===== src/logic/nvws_params.svh =====
// Register offsets, codes, field positions and timing constants
`ifndef NVWS_PARAMS_SVH
`define NVWS_PARAMS_SVH
// ----------------------------------------
// Register byte offsets
// ----------------------------------------
`define NVWS_OFS_AREA      8'h00
`define NVWS_OFS_DATA      8'h04
`define NVWS_OFS_ADDR_LO   8'h08
`define NVWS_OFS_ADDR_HI   8'h0C
`define NVWS_OFS_KEY       8'h10
`define NVWS_OFS_CTL       8'h14
`define NVWS_OFS_STATUS    8'h18
`define NVWS_OFS_CFG       8'h1C
// ----------------------------------------
// Area codes, command codes, hold codes
// ----------------------------------------
`define NVWS_AREA_CODE     8'h00
`define NVWS_AREA_INFO     8'h01
`define NVWS_AREA_EEPROM   8'h02
`define NVWS_CMD_WRITE     2'b10
`define NVWS_HOLD_4MS      2'b00
`define NVWS_HOLD_2MS      2'b01
`define NVWS_HOLD_1MS      2'b10
// ----------------------------------------
// Field positions and address-high width
// ----------------------------------------
`define NVWS_CTL_CMD_LO    0
`define NVWS_CTL_HOLD_LO   2
`define NVWS_ADDR_HI_W     5
// ----------------------------------------
// Timing: hold times in microseconds, clock in MHz; bus response codes
// ----------------------------------------
`define NVWS_CLK_MHZ       50
`define NVWS_HOLD_4MS_US   4000
`define NVWS_HOLD_2MS_US   2000
`define NVWS_HOLD_1MS_US   1000
`define NVWS_RESP_OKAY     2'b00
`define NVWS_RESP_SLVERR   2'b10
`endif


===== src/logic/nvws_pkg.sv =====
// Types shared by the write sequencer
package nvws_pkg;
	// Sequencer states, Gray along idle->hold->done
	typedef enum logic [1:0] {
		NVWS_IDLE = 2'b00,
		NVWS_HOLD = 2'b01,
		NVWS_DONE = 2'b11
	} nvws_state_t;
	// One programming request to the array
	typedef struct packed {
		logic [1:0]  area;
		logic [12:0] addr;
		logic [7:0]  data;
	} nvws_prog_t;
endpackage : nvws_pkg


===== src/logic/nvws_seq.sv =====
// Nonvolatile write sequencer with an AXI4-Lite register slave
`timescale 1ns/1ns
`include "nvws_params.svh"
module nvws_seq
	import nvws_pkg::*;
#(
	parameter int unsigned CLK_MHZ  = `NVWS_CLK_MHZ,
	parameter int unsigned HOLD4_CY = `NVWS_HOLD_4MS_US * CLK_MHZ,
	parameter int unsigned HOLD2_CY = `NVWS_HOLD_2MS_US * CLK_MHZ,
	parameter int unsigned HOLD1_CY = `NVWS_HOLD_1MS_US * CLK_MHZ
)(
	input  wire logic              aclk,
	input  wire logic              aresetn,
	input  wire logic [7:0]        s_axi_awaddr,
	input  wire logic              s_axi_awvalid,
	output logic                   s_axi_awready,
	input  wire logic [31:0]       s_axi_wdata,
	input  wire logic [3:0]        s_axi_wstrb,
	input  wire logic              s_axi_wvalid,
	output logic                   s_axi_wready,
	output logic [1:0]             s_axi_bresp,
	output logic                   s_axi_bvalid,
	input  wire logic              s_axi_bready,
	input  wire logic [7:0]        s_axi_araddr,
	input  wire logic              s_axi_arvalid,
	output logic                   s_axi_arready,
	output logic [31:0]            s_axi_rdata,
	output logic [1:0]             s_axi_rresp,
	output logic                   s_axi_rvalid,
	input  wire logic              s_axi_rready,
	input  wire logic              code_write_lock,
	output logic                   cpu_hold,
	output nvws_prog_t             prog_req,
	output logic                   prog_strobe,
	input  wire logic              prog_done,
	output logic [1:0]             read_area,
	output logic [12:0]            read_base
);
	// ----------------------------------------
	// Register state
	// ----------------------------------------
	logic [7:0]   area_r, area_nxt;          // Area select
	logic [7:0]   wdat_r, wdat_nxt;          // Write data
	logic [7:0]   alo_r, alo_nxt;            // Address low
	logic [4:0]   ahi_r, ahi_nxt;            // Address high
	logic [3:0]   ctl_r, ctl_nxt;            // Hold and command
	logic [7:0]   key_r, key_nxt;            // Window count left
	logic         arm_r, arm_nxt;            // Programming armed
	logic         ign_r, ign_nxt;            // Sticky: write refused
	logic [31:0]  hcnt_r, hcnt_nxt;          // Hold cycles left
	nvws_state_t  st_r, st_nxt;              // Sequencer state
	logic         hold_r, hold_nxt;          // CPU stall
	nvws_prog_t   preq_r, preq_nxt;          // Programming request
	logic         pstb_r, pstb_nxt;          // Start pulse
	// Bus channel state
	logic         awr_r, awr_nxt;
	logic         wr_r, wr_nxt;
	logic         bv_r, bv_nxt;
	logic         arr_r, arr_nxt;
	logic         rv_r, rv_nxt;
	logic [31:0]  rd_r, rd_nxt;
	logic [1:0]   rrsp_r, rrsp_nxt;
	logic [1:0]   brsp_r, brsp_nxt;
	logic [7:0]   awa_r, awa_nxt;            // Latched write address
	logic         awh_r, awh_nxt;            // Address held
	logic [31:0]  wd_r, wd_nxt;              // Latched write data
	logic         wh_r, wh_nxt, ws_r, ws_nxt; // Data held; its low-byte strobe rides along
	// Combinational helpers
	logic         do_wr;
	logic         cmd_ok;
	logic         wr_allowed;
	logic [31:0]  hold_len;

	// ----------------------------------------
	// Hold length from code
	// ----------------------------------------
	// hold code decode
	always_comb
	begin
		unique case (wd_r[`NVWS_CTL_HOLD_LO +: 2])
			`NVWS_HOLD_4MS: hold_len = HOLD4_CY;
			`NVWS_HOLD_2MS: hold_len = HOLD2_CY;
			default:        hold_len = HOLD1_CY; // Reserved treated as shortest
		endcase
	end

	// ----------------------------------------
	// Bus slave and register file
	// ----------------------------------------
	// Write fires once address and data are both held
	assign do_wr = awh_r && wh_r && !bv_r;
	assign cmd_ok = (wd_r[`NVWS_CTL_CMD_LO +: 2] == `NVWS_CMD_WRITE);
	// code lock and info read only
	assign wr_allowed = arm_r && (st_r == NVWS_IDLE)
		&& ((area_r == `NVWS_AREA_EEPROM)
		|| ((area_r == `NVWS_AREA_CODE) && !code_write_lock));

	// Next state of bus, registers and sequencer
	always_comb
	begin
		awr_nxt  = awr_r;
		wr_nxt   = wr_r;
		bv_nxt   = bv_r;
		arr_nxt  = arr_r;
		rv_nxt   = rv_r;
		rd_nxt   = rd_r;
		rrsp_nxt = rrsp_r;
		brsp_nxt = brsp_r;
		awa_nxt  = awa_r;
		awh_nxt  = awh_r;
		wd_nxt   = wd_r;
		wh_nxt   = wh_r;
		area_nxt = area_r;
		wdat_nxt = wdat_r;
		alo_nxt  = alo_r;
		ahi_nxt  = ahi_r;
		ctl_nxt  = ctl_r;
		key_nxt  = key_r;
		arm_nxt  = arm_r;
		ign_nxt  = ign_r;
		hcnt_nxt = hcnt_r;
		st_nxt   = st_r;
		hold_nxt = hold_r;
		preq_nxt = preq_r;
		pstb_nxt = 1'b0;
		// Address and data taken in either order
		awr_nxt = !awh_r && !(s_axi_awvalid && awr_r);
		wr_nxt  = !wh_r && !(s_axi_wvalid && wr_r);
		ws_nxt  = (s_axi_wvalid && wr_r) ? s_axi_wstrb[0] : ws_r;
		if (s_axi_awvalid && awr_r)
		begin
			awa_nxt = s_axi_awaddr;
			awh_nxt = 1'b1;
		end
		if (s_axi_wvalid && wr_r)
		begin
			wd_nxt = s_axi_wdata;
			wh_nxt = 1'b1;
		end
		if (arm_r)
		begin
			if (key_r <= 8'h01)
			begin
				arm_nxt = 1'b0;
				key_nxt = 8'h00;
			end
			else
				key_nxt = key_r - 8'h01;
		end
		if (do_wr)
		begin
			awh_nxt  = 1'b0;
			wh_nxt   = 1'b0;
			bv_nxt   = 1'b1;
			brsp_nxt = `NVWS_RESP_OKAY;
			if (ws_r)
			begin
				unique case (awa_r)
					`NVWS_OFS_AREA:    area_nxt = wd_r[7:0];
					`NVWS_OFS_DATA:    wdat_nxt = wd_r[7:0];
					`NVWS_OFS_ADDR_LO: alo_nxt  = wd_r[7:0];
					`NVWS_OFS_ADDR_HI: ahi_nxt  = wd_r[`NVWS_ADDR_HI_W-1:0];
					`NVWS_OFS_KEY:
					begin
						key_nxt = wd_r[7:0];
						arm_nxt = (wd_r[7:0] != 8'h00);
					end
					`NVWS_OFS_CTL:
					begin
						ctl_nxt = wd_r[3:0];
						if (cmd_ok && wr_allowed)
						begin
							hold_nxt = 1'b1;
							pstb_nxt = 1'b1;
							st_nxt   = NVWS_HOLD;
							hcnt_nxt = hold_len;
							preq_nxt = '{area: area_r[1:0], addr: {ahi_r, alo_r},
								data: wdat_r};
							arm_nxt  = 1'b0;
							key_nxt  = 8'h00;
						end
						else if (cmd_ok)
							ign_nxt = 1'b1; // Refused write recorded
					end
					`NVWS_OFS_STATUS:  ign_nxt = ign_r && !wd_r[1];
					default:           brsp_nxt = `NVWS_RESP_SLVERR;
				endcase
			end
		end
		if (bv_r && s_axi_bready)
			bv_nxt = 1'b0;
		// Read channel, one outstanding
		arr_nxt = !rv_r && !(s_axi_arvalid && arr_r);
		if (s_axi_arvalid && arr_r)
		begin
			rv_nxt   = 1'b1;
			rrsp_nxt = `NVWS_RESP_OKAY;
			unique case (s_axi_araddr)
				`NVWS_OFS_AREA:    rd_nxt = {24'h00_0000, area_r};
				`NVWS_OFS_DATA:    rd_nxt = {24'h00_0000, wdat_r};
				`NVWS_OFS_ADDR_LO: rd_nxt = {24'h00_0000, alo_r};
				`NVWS_OFS_ADDR_HI: rd_nxt = {27'h000_0000, ahi_r};
				`NVWS_OFS_KEY:     rd_nxt = {24'h00_0000, key_r};
				`NVWS_OFS_CTL:     rd_nxt = {28'h000_0000, ctl_r};
				`NVWS_OFS_STATUS:  rd_nxt = {29'h0000_0000, arm_r, ign_r, hold_r};
				`NVWS_OFS_CFG:     rd_nxt = {31'h0000_0000, code_write_lock};
				default:
				begin
					rd_nxt   = 32'h0000_0000;
					rrsp_nxt = `NVWS_RESP_SLVERR;
				end
			endcase
		end
		if (rv_r && s_axi_rready)
			rv_nxt = 1'b0;
		unique case (st_r)
			NVWS_IDLE: ;
			NVWS_HOLD:
			begin
				if (hcnt_r > 32'h0000_0001)
					hcnt_nxt = hcnt_r - 32'h0000_0001;
				else
					st_nxt = NVWS_DONE;
			end
			NVWS_DONE:
			begin
				// Wait for array, then resume at next instruction
				if (prog_done)
				begin
					hold_nxt = 1'b0;
					st_nxt   = NVWS_IDLE;
				end
			end
			default:   st_nxt = NVWS_IDLE;
		endcase
	end

	// Register everything
	always_ff @(posedge aclk)
	begin
		if (!aresetn)
		begin
			awr_r <= 1'b0; wr_r <= 1'b0; bv_r <= 1'b0; arr_r <= 1'b0; rv_r <= 1'b0;
			rd_r <= 32'h0000_0000; rrsp_r <= 2'b00; brsp_r <= 2'b00;
			awa_r <= 8'h00; awh_r <= 1'b0; wd_r <= 32'h0000_0000; wh_r <= 1'b0; ws_r <= 1'b0;
			area_r <= 8'h00; wdat_r <= 8'h00; alo_r <= 8'h00; ahi_r <= 5'h00;
			ctl_r <= 4'h0; key_r <= 8'h00; arm_r <= 1'b0; ign_r <= 1'b0;
			hcnt_r <= 32'h0000_0000; st_r <= NVWS_IDLE; hold_r <= 1'b0;
			preq_r <= '0; pstb_r <= 1'b0;
		end
		else
		begin
			awr_r <= awr_nxt; wr_r <= wr_nxt; bv_r <= bv_nxt; arr_r <= arr_nxt;
			rv_r <= rv_nxt; rd_r <= rd_nxt; rrsp_r <= rrsp_nxt; brsp_r <= brsp_nxt;
			awa_r <= awa_nxt; awh_r <= awh_nxt; wd_r <= wd_nxt; wh_r <= wh_nxt; ws_r <= ws_nxt;
			area_r <= area_nxt; wdat_r <= wdat_nxt; alo_r <= alo_nxt; ahi_r <= ahi_nxt;
			ctl_r <= ctl_nxt; key_r <= key_nxt; arm_r <= arm_nxt; ign_r <= ign_nxt;
			hcnt_r <= hcnt_nxt; st_r <= st_nxt; hold_r <= hold_nxt;
			preq_r <= preq_nxt; pstb_r <= pstb_nxt;
		end
	end

	// ----------------------------------------
	// Outputs
	// ----------------------------------------
	assign s_axi_awready = awr_r;
	assign s_axi_wready  = wr_r;
	assign s_axi_bvalid  = bv_r;
	assign s_axi_bresp   = brsp_r;
	assign s_axi_arready = arr_r;
	assign s_axi_rvalid  = rv_r;
	assign s_axi_rdata   = rd_r;
	assign s_axi_rresp   = rrsp_r;
	assign cpu_hold      = hold_r;
	assign prog_req      = preq_r;
	assign prog_strobe   = pstb_r;
	assign read_area     = area_r[1:0];
	assign read_base     = {ahi_r, alo_r};
endmodule : nvws_seq


===== config.mk =====
export PLATFORM = sky130hd
export DESIGN_NAME = nvws_seq
export DESIGN_NICKNAME = d
export VERILOG_FILES = /design/src/logic/nvws_pkg.sv /design/src/logic/nvws_seq.sv
export VERILOG_INCLUDE_DIRS = /design/src /design/src/logic
export SDC_FILE = /design/constraint.sdc
export NUM_CORES = 1
export LEC_CHECK = 0
export BUFFER_PORTS_ARGS = -buffer_cell sky130_fd_sc_hd__buf_2
export CORE_UTILIZATION = 30
export CTS_CLUSTER_DIAMETER = 100
export DETAILED_ROUTE_END_ITERATION = 7
export SYNTH_ARGS = -nofsm -noshare
export SYNTH_HDL_FRONTEND = slang
export SYNTH_SLANG_ARGS = --single-unit
export TNS_END_PERCENT = 5

===== constraint.sdc =====
create_clock -name aclk -period 3.37 [get_ports aclk]
set_input_delay 0.5055 -clock aclk [delete_from_list [all_inputs] [get_ports aclk]]
set_output_delay 0.5055 -clock aclk [all_outputs]
set_load 0.02 [all_outputs]

; ---- Word-level counts from Yosys, hierarchy flattened
; Index checks and enable logic that the tools add are counted.
[word_totals]
register_bits = 162
input_bits = 61
output_inout_bits = 81
wordCells = 138
[classes]
addsub = 2
n_lt_le_gt_ge = 2
n_eq_ne = 20
mux = 40
n_bitwise = 1
reduce_logical = 45
[op_table]
columns = cell, n
row1 = two-way mux 32 bit, 6
row2 = one-hot mux 8 bit (8 select lines), 1
row3 = equality test 8 x 5 -> 1 bit (second input constant), 7
row4 = two-way mux 8 bit, 5
row5 = one-hot mux 18 bit (2 select lines), 1
row6 = equality test 8 x 4 -> 1 bit (second input constant), 4
row7 = > comparator 32 x 1 -> 1 bit (second input constant), 1
row8 = subtractor 32 x 1 -> 32 bit (second input constant), 1
row9 = logical NOT 8 bit, 3
row10 = two-way mux 2 bit, 9
row11 = equality test 8 x 3 -> 1 bit (second input constant), 2
row12 = one-hot mux 8 bit (2 select lines), 1
row13 = logical AND 1 bit, 15
row14 = AND reduction 3 bit, 5
row15 = two-way mux 1 bit, 14
row16 = logical NOT 1 bit, 9
row17 = equality test 8 x 2 -> 1 bit (second input constant), 1
row18 = <= comparator 8 x 1 -> 1 bit (second input constant), 1
row19 = AND reduction 4 bit, 2
row20 = nonzero test 8 bit, 1
row21 = OR reduction 8 bit, 1
row22 = subtractor 8 x 1 -> 8 bit (second input constant), 1
row23 = OR reduction 7 bit, 1
row24 = one-hot mux 2 bit (3 select lines), 1
row25 = other kinds (10), 17

; ---- Depth between registers and ports, before layout
; Gate-level depths: netlist of run 1.
[depth]
word_depth = 11
depth_mapped = 9
ltp_nobuf = 7

; ---- Least setup slack after synthesis of run 1
; Ideal clock, no wire load.
[synth_path]
path_kind = register to register
startpoint = register hcnt_r[18]
endpoint = register hcnt_r[31]
setup_time_ps = 70
t_arrival_ps = 2487
required_time_ps = 3300
path_slack_ps = 813
stages_incl_launch_ff = 8
path_buffers = 2
synth_period_minus_slack_ps = 2557
cell_sequence = dfxtp_1 or4_1 buf_2 or4_1 buf_2 or3_4 or4_1 a21oi_1
[synth_via]
elab_chain_cells = 3
[synth_lines]
columns = item, line
row1 = from (decl), nvws_seq.sv:50  ; logic [31:0] hcnt_r, hcnt_nxt;
row2 = from (signal assigned), nvws_seq.sv:258  ; hcnt_r <= hcnt_nxt; st_r <= st_nxt; hold_r <= hold_nxt;
row3 = subtractor 32 x 1 -> 32 bit / > comparator 32 x 1 -> 1 bit (equally long branches), "nvws_seq.sv:221, nvws_seq.sv:220"
row4 = two-way mux 32 bit *, nvws_seq.sv:220  ; if (hcnt_r > 32'h0000_0001)
row5 = two-way mux 32 bit *, nvws_seq.sv:216  ; unique case (st_r)
; Mark *: on every way between the ends. The rest lies on a longest branch, timed or not.
; A chain may end at the register's enable or synchronous reset.

; ---- Worst setup path after layout of run 1
; Same ends and word-level chain as after synthesis.

==> results of run 1 <==
[logic make-up after synthesis]
| family | synth area share [%] |
|---|---|
| mux | 4.68 |
| other cells | 0.0592 |
| flops | 43.0 |
| xor+xnor | 0.968 |
| fa+ha+maj | 0.790 |
| simple gates | 24.8 |
| buf+inv | 7.01 |
| compound gates | 18.7 |
[layer usage]
metal  wire length [um]  part of all wire, %  GRT usage, %  vias to the layer above
met1               8890                   50          23.6                     2719
met3               1050                  5.9          4.88                       15
met4                222                  1.2          5.15                        0
li1                   -                    -             -                     2893
met5                  0                    0             0                        -
met2               7670                   43          24.2                      168
[sequential cells by signal, indices dropped and copies added (netlist names), 2 cells and up]
name / cells
ahi_r: 5
area_r: 8
hcnt_r: 32
st_r: 2
wdat_r: 8
wd_r: 8
s_axi_rdata: 8
awa_r: 8
alo_r: 8
ctl_r: 4
key_r: 8
prog_req: 23
[stage by stage]
step	worst slack [ns]	total power, mW	cells	area (um2)
floorplan	0.813	1.82	805	6430
global placement	0.683	1.86	1103	6950
detailed placement	0.673	1.86	1103	6950
CTS	0.650	3.75	1134	7540
global route	0.569	3.85	1134	7540
finish	0.654	3.72	1134	7540
[worst max-delay path, stage by stage (launching register included)]
cell and delay (ns):
dfxtp_1 0.33, or4_1 0.65, or4_1 0.70, or3_4 0.43, or4_1 0.40, a21oi_1 0.14
[synthesized netlist by cell type (all sizes together) (2+ instances only)]
| library cell | instances |
|---|---|
| dfxtp | 136 |
| nand2 | 133 |
| a21oi | 88 |
| nor2 | 56 |
| clkbuf | 43 |
| nand3 | 41 |
| buf | 35 |
| mux2i | 24 |
| nor3 | 18 |
| o21ai | 18 |
| or4 | 16 |
| nor4 | 13 |
| a32oi | 11 |
| inv | 11 |
| a31oi | 10 |
| or3 | 9 |
| o31ai | 8 |
| or2 | 8 |
| nor2b | 6 |
| a31o | 5 |
| and3 | 5 |
| mux2 | 5 |
| nor4b | 5 |
| o211ai | 5 |
| xor2 | 5 |
| a311oi | 4 |
| and2 | 4 |
| ha | 4 |
| nand2b | 4 |
| a211o | 3 |
| a211oi | 3 |
| a22o | 3 |
| o311ai | 3 |
| o32a | 3 |
| o41ai | 3 |
| nand4 | 2 |
| o2111ai | 2 |
| o21a | 2 |
| o22ai | 2 |
| o311a | 2 |
| o31a | 2 |
| xnor2 | 2 |
[placed cells by master, fill, tap and decap left out, types with 8 or more instances in the layout]
cell       Yosys  final
nor2_1        56     55
or3_1          8      8
nor3_1        18     18
a21oi_1       88     88
a31oi_1       10     10
nand3_1       41     41
o31ai_1        8      8
clkbuf_16      0     17
a32oi_1       11     11
or2_2          8      8
buf_2          4     88
inv_1         11     10
mux2i_1       24     24
nand2_1      133    133
buf_4         28     18
o21ai_0       17     17
nor4_1        12     12
dfxtp_1      136    136
conb_1         1     26
or4_1         16     16
[power by group through the flow]
stage | clock [mW] | combinational (mW) | sequential (mW)
CTS | 1.93 | 0.177 | 1.65
finish | 1.89 | 0.177 | 1.65
detailed placement | 0 | 0.176 | 1.68
global placement | 0 | 0.175 | 1.68
floorplan | 0 | 0.140 | 1.68
global route | 2.00 | 0.195 | 1.65
[final cells by class]
cell class | instances | area [um2]
tap | 270 | 338
clock buffer | 19 | 443
inverter | 11 | 41.3
clock inverter | 12 | 151
fill | 2137 | 13000
timing repair buffer | 106 | 576
multi-input combinational | 580 | 3270
sequential | 136 | 2720
[worst max path at each step]
stage	cells after the start	slack, ns	end
4_1_cts	5	0.65	hcnt_r[31]
3_3_place_gp	5	0.68	hcnt_r[30]
5_1_grt	5	0.57	hcnt_r[30]
3_5_place_dp	5	0.67	hcnt_r[31]
6_report	5	0.65	hcnt_r[31]
2_1_floorplan	7	0.81	hcnt_r[31]
==> metrics.txt, run 1 <==
Syn Area/Cell 8.12 um2; total CTS buffers 17; Worst Hold Path Cells 2; hold path start prog_done; headroom to the max-slew limit 43.1%; top post-synthesis cells by area dfxtp_1, nand2_1, a21oi_1; DRT Pass-1 Iters 5; final slew viol count 0; # nets final 917; FFs w/ async S/R, synth 0%; MaxCap Viol Count 0; Int Pwr 2.85 mW; CTS clk-pin slew, worst paths 0.06 ns; post-synthesis cell count 780; Distinct cells, synth 66; FF-to-FF setup slack 0.65 ns; Die ar. 21700 um2; fin util 36.8%; Cell Area, Synth 6330 um2; Worst Skew 0.00786 ns; Die Y-Extent 147 um; Seq/Total Area, Yosys 43.0%; largest net degree at the start of global routing 48; first-pass GRT wire length 28200 um; Comb power frac 4.8%; outcome completed; area leader, netlist dfxtp_1; Crit Reg-Reg Startpoint hcnt_r[18]; clk root buf clkbuf_16; worst-skew pair later-pin latency 0.43 ns; Layout area overhead 19.1%; drt total wl 17800 um; crit path kind reg -> reg; clock share of power 50.9%; VDD IR max 320 uV; Seq pwr share 44.4%; port bufs 88; setup TNS 0 ns; ys flop type dfxtp_1; clock sinks 136; post-CTS resize count 0; Hold EP cpu_hold; CTS Hold Buffers Added 0; Worst EP required 3.73 ns; drt initial violations 420; Final Hold Fails 0; number of flops mapped to enable cells by yosys 0; RSZ-0062 raised after global routing false; Worst EP arrival 3.08 ns; crit path time final 2.72 ns; Startpoint Class flop; antenna violations before repair 0; n_diodes 0; LEAKAGE 3.03 nW; FF+latch count, synth 136; die extent in x 147 um; critical path peak fanout 9; Routed Antenna Nets 0; Final Cycle Share 80.6%; type of destination of the critical path flop; setup violators final 0; CTS tree yes; Yosys warnings 0; global route total overflow 0; H-tree Lvls 4; # rows 52; critical path launch point hcnt_r[18]; Via Count 5795; reg-to-reg endpoint hcnt_r[31]; Tot GR Track Use 16.7%; IO Count 142; R2R depth 5; Hold Crit Class in -> reg; Routed wire per std cell 15.7 um; fraction of layout cells with a size suffix above 1 18.4%; gpl congestion 0.832; Sw Ratio 23.3%; Core Region 20500 um2; residual DRC count 0; maximum clock insertion buffer count 2; actual slew at the worst max-slew pin 0.848 ns; post-CTS setup buffer count 0; PwrDens 493 nW/um2; DP Wirelength 12400 um; Starting Density 30.9%; worst hold margin 0.313 ns; Vias/cell 5.11; sw power 0.866 mW; vias in the first global route 5214; f_max 0.368 GHz; Synth top area share 43.0%
No activity file was read; power rests on OpenSTA's default activity.
==> run 2: changes to the inputs <==
Settings changed: ABC_AREA set to 1.
Clock period 3.37 ns to 2.7 ns, I/O delays scaled along.
==> metrics.txt, run 2 <==
R2R depth 11 (was 5); multi-input logic area 3630 um2 (was 3270 um2); largest register by flop count hcnt_r (unchanged); register area 2720 um2 (unchanged); residual DRC count 0 (unchanged); Distinct cells, synth 42 (was 66); Top cell by count, worst path nor2_1 (was or4_1); gpl congestion 0.848 (was 0.832); post-synthesis simple-gate area fraction 32.7% (was 24.8%); PwrDens 556 nW/um2 (was 493 nW/um2); outcome completed (unchanged); LEAKAGE 3.78 nW (was 3.03 nW); Worst EP required 3.01 ns (was 3.73 ns); met2 Resource Use GR 24.7% (was 24.2%); Routed wire per std cell 13.2 um (was 15.7 um); FF+latch count, synth 136 (unchanged); post-CTS resize count 0 (unchanged); Cell Area, Synth 7050 um2 (was 6330 um2); drt total wl 19300 um (was 17800 um); Layout area overhead 16.6% (was 19.1%); XOR/XNOR share of the synthesized area 1.99% (was 0.968%); critical path peak fanout 43 (was 9); Sw Ratio 25.8% (was 23.3%); top post-synthesis cells by area dfxtp_1, nand2_1, nor2_1 (was dfxtp_1, nand2_1, a21oi_1); Seq pwr share 45.4% (was 44.4%); headroom to the max-slew limit 52.5% (was 43.1%); sw power 1.18 mW (was 0.866 mW); fraction of layout cells with a size suffix above 1 15.1% (was 18.4%); DRT Pass-1 Iters 5 (unchanged); crit path kind reg -> reg (unchanged); DP Area 7650 um2 (was 6950 um2); worst-skew pair later-pin latency 0.43 ns (about the same); Die Y-Extent 155 um (was 147 um); Worst EP arrival 2.38 ns (was 3.08 ns); vias in the first global route 6066 (was 5214); Vias/cell 4.62 (was 5.11); WP depth 11 (was 5); critical path cell sequence inv_1 -> nand2_1 -> nor2_1 -> nand2_2 -> nor2_4 -> nand2_4 -> inv_4 -> buf_12 -> nor2_1 -> nor2_1 -> nor2_1 (was or4_1 -> or4_1 -> or3_4 -> or4_1 -> a21oi_1); grt met3 use 2.98% (was 4.88%); # rows 55 (was 52); Via Count 6723 (was 5795); n_diodes 0 (unchanged); Final Total Pwr 4.57 mW (was 3.72 mW); slowest CP cell dfxtp_1 (was or4_1); Starting Density 30.9% (about the same); f_max 0.485 GHz (was 0.368 GHz); Worst Hold Path Cells 2 (unchanged); CP Buf/Inv Count 3 (was 0); adder-cell area share of the yosys netlist 0.710% (was 0.790%); final instance area 8220 um2 (was 7540 um2); MaxCap Viol Count 0 (unchanged); commonest non-fill, non-tap cell in the layout nand2_1 (was dfxtp_1); DP Wirelength 14200 um (was 12400 um); CP top delay family simple AND/OR/NAND/NOR gates (unchanged); Die ar. 24100 um2 (was 21700 um2); met1 usage in global routing 23.5% (was 23.6%); Hold Crit Class in -> reg (unchanged); Worst Skew 0.0132 ns (was 0.00786 ns); Yosys warnings 0 (unchanged); RSZ-0062 raised after global routing false (unchanged); die extent in x 155 um (was 147 um); worst hold margin 0.158 ns (was 0.313 ns); Seq/Total Area, Yosys 38.6% (was 43.0%); clock share of power 49.2% (was 50.9%); most instantiated cells after synthesis nand2_1, nor2_1, dfxtp_1, inv_1, a21oi_1 (was dfxtp_1, nand2_1, a21oi_1, nor2_1, clkbuf_1); maximum clock insertion buffer count 2 (unchanged); Startpoint Class flop (unchanged); max reg flops 32 (unchanged); Synth top area share 38.6% (was 43.0%); setup violators final 0 (unchanged); type of destination of the critical path flop (unchanged); setup TNS 0 ns (unchanged); Routed Antenna Nets 0 (unchanged); crit path time final 2.06 ns (was 2.72 ns); port bufs 88 (unchanged); most frequent cell after synthesis nand2_1 (was dfxtp_1); GR peak layer met2 (unchanged); first-pass GRT wire length 31300 um (was 28200 um); Comb power frac 5.4% (was 4.8%); post-synthesis cell count 1047 (was 780); drt initial violations 443 (was 420); VDD IR max 418 uV (was 320 uV); largest net degree at the start of global routing 75 (was 48); CTS clk-pin slew, worst paths 0.06 ns (about the same); Tot GR Track Use 16.5% (was 16.7%); Int Pwr 3.39 mW (was 2.85 mW); Core Region 22800 um2 (was 20500 um2); Fillers 2481 (was 2137); most frequent cells in the layout nand2_1, nor2_1, dfxtp_1, inv_1, buf_2 (was dfxtp_1, nand2_1, a21oi_1, buf_2, nor2_1); global route total overflow 0 (unchanged); Compound-Gate Fraction of Synth Area 14.7% (was 18.7%); CTS tree yes (unchanged); post-CTS setup buffer count 0 (unchanged); # nets final 1194 (was 917); H-tree Lvls 4 (unchanged); Final Cycle Share 76.4% (was 80.6%); mux contribution to synthesized area 0% (was 4.68%); combinational family with the most area after synthesis simple AND/OR/NAND/NOR gates (unchanged); clk root buf clkbuf_16 (unchanged); antenna violations before repair 0 (unchanged); FFs w/ async S/R, synth 0% (unchanged); Worst Slack Setup Final 0.637 ns (was 0.654 ns); Syn Area/Cell 6.74 um2 (was 8.12 um2); ys flop type dfxtp_1 (unchanged); IO Count 142 (unchanged); number of flops mapped to enable cells by yosys 0 (unchanged); area leader, netlist dfxtp_1 (unchanged); total CTS buffers 17 (unchanged); CTS Hold Buffers Added 0 (unchanged); max incr delay on CP 0.32 ns (was 0.70 ns); clock sinks 136 (unchanged); Final Hold Fails 0 (unchanged); Placement Setup Slack 0.675 ns (was 0.673 ns); FF-to-FF setup slack 0.64 ns (was 0.65 ns); final slew viol count 0 (unchanged); actual slew at the worst max-slew pin 0.713 ns (was 0.848 ns)
[run 2: cell families after synthesis]
| family | Yosys count |
|---|---|
| buffers and inverters | 164 |
| other | 1 |
| and+or+nand+nor | 531 |
| DFF | 136 |
| xor gates and xnor gates | 16 |
| adders and majority gates | 4 |
| AOI/OAI and AO/OA | 195 |
[run 2: power groups by stage]
stage / registers (mW) / logic [mW] / clock network [mW]
5_1_grt: 2.08 / 0.278 / 2.37
3_5_place_dp: 2.12 / 0.245 / 0
2_1_floorplan: 2.11 / 0.192 / 0
3_3_place_gp: 2.12 / 0.243 / 0
6_report: 2.08 / 0.247 / 2.25
4_1_cts: 2.07 / 0.245 / 2.28
[run 2: area by class of cell]
type	count	area share, %
clock buffer	18	5.22
clock inverter	14	1.67
inverter	106	4.87
multi-input combinational	772	44.1
sequential	136	33.1
tap	313	4.76
timing repair buffer	96	6.24
[run 2: final timing paths]
check	startpoint	end
max	awa_r[5]	hcnt_r[10]
min	s_axi_rready	s_axi_rvalid
max reg2reg	awa_r[5]	hcnt_r[10]
min reg2reg	prog_req[21]	prog_req[21]
[run 2: per-layer routing]
layer,part of all wire (%),vias to the layer above
met5,0,-
met4,1.4,0
met2,43,195
li1,-,3503
met3,5.7,22
met1,50,3003
[run 2: per-stage QoR]
step,utilization (%),std cells
after CTS,36.0,1455
after floorplan,-,1072
after detailed placement,33.5,1423
after global placement,33.5,1423
final,36.0,1455
after global routing,36.0,1455
==> run 3: changes to the inputs <==
Clock period 2.7 ns to 2.07 ns, I/O delays scaled along.
==> metrics.txt, run 3 (synthesis gave the netlist of run 2 again) <==
met2 Resource Use GR 25.5% (was 24.7%); worst-skew pair later-pin latency 0.43 ns (about the same); grt met3 use 2.98% (unchanged); FF-to-FF setup slack 0.21 ns (was 0.64 ns); most frequent cells in the layout nand2_1, nor2_1, dfxtp_1, inv_1, buf_2 (unchanged); Final Hold Fails 0 (unchanged); final slew viol count 0 (unchanged); DRT Pass-1 Iters 5 (unchanged); max reg flops 32 (unchanged); crit path time final 1.86 ns (was 2.06 ns); largest register by flop count hcnt_r (unchanged); GR peak layer met2 (unchanged); Worst EP required 2.39 ns (was 3.01 ns); antenna violations before repair 0 (unchanged); type of destination of the critical path flop (unchanged); Die Y-Extent 155 um (unchanged); gpl congestion 0.875 (was 0.848); global route total overflow 0 (unchanged); Core Region 22800 um2 (unchanged); commonest non-fill, non-tap cell in the layout nand2_1 (unchanged); port bufs 88 (unchanged); LEAKAGE 3.83 nW (was 3.78 nW); post-route insts no fill 1464 (was 1455); Hold Crit Class in -> reg (unchanged); MaxCap Viol Count 0 (unchanged); RSZ-0062 raised after global routing false (unchanged); post-CTS resize count 0 (unchanged); clk root buf clkbuf_16 (unchanged); CTS tree yes (unchanged); Crit Reg-Reg Startpoint hcnt_r[0] (was awa_r[5]); crit path kind reg -> reg (unchanged); IO Count 142 (unchanged); slowest CP cell dfxtp_1 (unchanged); Via Count 6773 (was 6723); vias in the first global route 6189 (was 6066); f_max 0.536 GHz (was 0.485 GHz); die extent in x 155 um (unchanged); Layout area overhead 17.6% (was 16.6%); Worst EP arrival 2.18 ns (was 2.38 ns); Fillers 2516 (was 2481); Routed wire per std cell 13.3 um (was 13.2 um); Hold EP s_axi_rvalid (unchanged); # nets final 1203 (was 1194); max incr delay on CP 0.34 ns (was 0.32 ns); Routed Antenna Nets 0 (unchanged); Starting Density 30.9% (unchanged); Worst Hold Path Cells 2 (unchanged); drt initial violations 572 (was 443); Worst Skew 0.00873 ns (was 0.0132 ns); PwrDens 720 nW/um2 (was 556 nW/um2); first-pass GRT wire length 31500 um (was 31300 um); CTS clk-pin slew, worst paths 0.07 ns (was 0.06 ns); maximum clock insertion buffer count 2 (unchanged); VDD IR max 469 uV (was 418 uV); critical path cell sequence inv_1 -> ha_1 -> nand3_1 -> nor2_1 -> nand2_1 -> nor2_1 -> nand3_1 -> o21ai_1 -> nor2_1 (was inv_1 -> nand2_1 -> nor2_1 -> nand2_2 -> nor2_4 -> nand2_4 -> inv_4 -> buf_12 -> nor2_1 -> nor2_1 -> nor2_1); met1 usage in global routing 23.5% (about the same); largest net degree at the start of global routing 47 (was 75); Top cell by count, worst path nor2_1 (unchanged); setup TNS 0 ns (unchanged); outcome completed (unchanged); critical path peak fanout 4 (was 43); drt total wl 19400 um (was 19300 um); H-tree Lvls 4 (unchanged); post-CTS setup buffer count 0 (unchanged); clock sinks 136 (unchanged); Tot GR Track Use 16.6% (was 16.5%); R2R depth 9 (was 11); Die ar. 24100 um2 (unchanged); total CTS buffers 17 (unchanged); DP Wirelength 14300 um (was 14200 um); residual DRC count 0 (unchanged); placed cells 1432 (was 1423); CTS Hold Buffers Added 0 (unchanged); # rows 55 (unchanged); Vias/cell 4.63 (was 4.62); hold path start s_axi_rready (unchanged); Final Cycle Share 90.1% (was 76.4%); setup violators final 0 (unchanged); reg-to-reg endpoint hcnt_r[30] (was hcnt_r[10]); fraction of layout cells with a size suffix above 1 15.7% (was 15.1%); Startpoint Class flop (unchanged); n_diodes 0 (unchanged)
[run 3: per-stage QoR]
| stage | util [%] | cell area, um2 | power (mW) | setup WS, ns | hold slack, ns |
|---|---|---|---|---|---|
| CTS | 36.3 | 8290 | 6.02 | 0.230 | 0.0431 |
| finish | 36.3 | 8290 | 5.97 | 0.206 | 0.0586 |
| global route | 36.3 | 8290 | 6.17 | 0.0208 | 0.0445 |
| global placement | 33.8 | 7730 | 3.09 | 0.273 | 0.443 |
| floorplan | - | 7150 | 3.00 | 0.478 | 0.405 |
| detailed placement | 33.8 | 7730 | 3.09 | 0.252 | 0.451 |
[run 3: cell type report]
cell class / instances / area (um2) / share of cell area, %
timing repair buffer: 105 / 593 / 7.15
clock inverter: 14 / 131 / 1.58
inverter: 106 / 400 / 4.83
sequential: 136 / 2720 / 32.8
clock buffer: 18 / 429 / 5.17
tap: 313 / 392 / 4.72
multi-input combinational: 772 / 3630 / 43.7
[run 3: worst max-delay path by stage]
stage / startpoint / end / slack [ns] / cells past startpoint
after global placement: hcnt_r[0] / hcnt_r[8] / 0.27 / 11
after detailed placement: hcnt_r[0] / hcnt_r[10] / 0.25 / 11
after floorplan: hcnt_r[0] / hcnt_r[11] / 0.48 / 12
after CTS: hcnt_r[0] / hcnt_r[10] / 0.23 / 11
after global routing: hcnt_r[0] / hcnt_r[10] / 0.02 / 11
final: hcnt_r[0] / hcnt_r[30] / 0.21 / 9
[run 3: worst max-delay path: cells and delay by family, from the launching register on]
family / cells / cell delay [ns]
adder cells (fa/ha/maj): 1 / 0.24
buffers and inverters: 1 / 0.11
AND/OR/NAND/NOR: 6 / 0.95
AO/OA/AOI/OAI: 1 / 0.12
flip-flops: 1 / 0.34
[run 3: per-layer routing]
metal,wire length (um),vias up
li1,-,3521
met1,9680,3034
met2,8340,208
met3,1250,10
met4,170,0
met5,0,-
[run 3: power by group]
| part | total (mW) | internal [mW] | switching [mW] |
|---|---|---|---|
| combinational | 0.340 | 0.0933 | 0.246 |
| clock | 2.93 | 1.59 | 1.34 |
| sequential | 2.70 | 2.65 | 0.0461 |
| total | 5.97 | 4.34 | 1.63 |
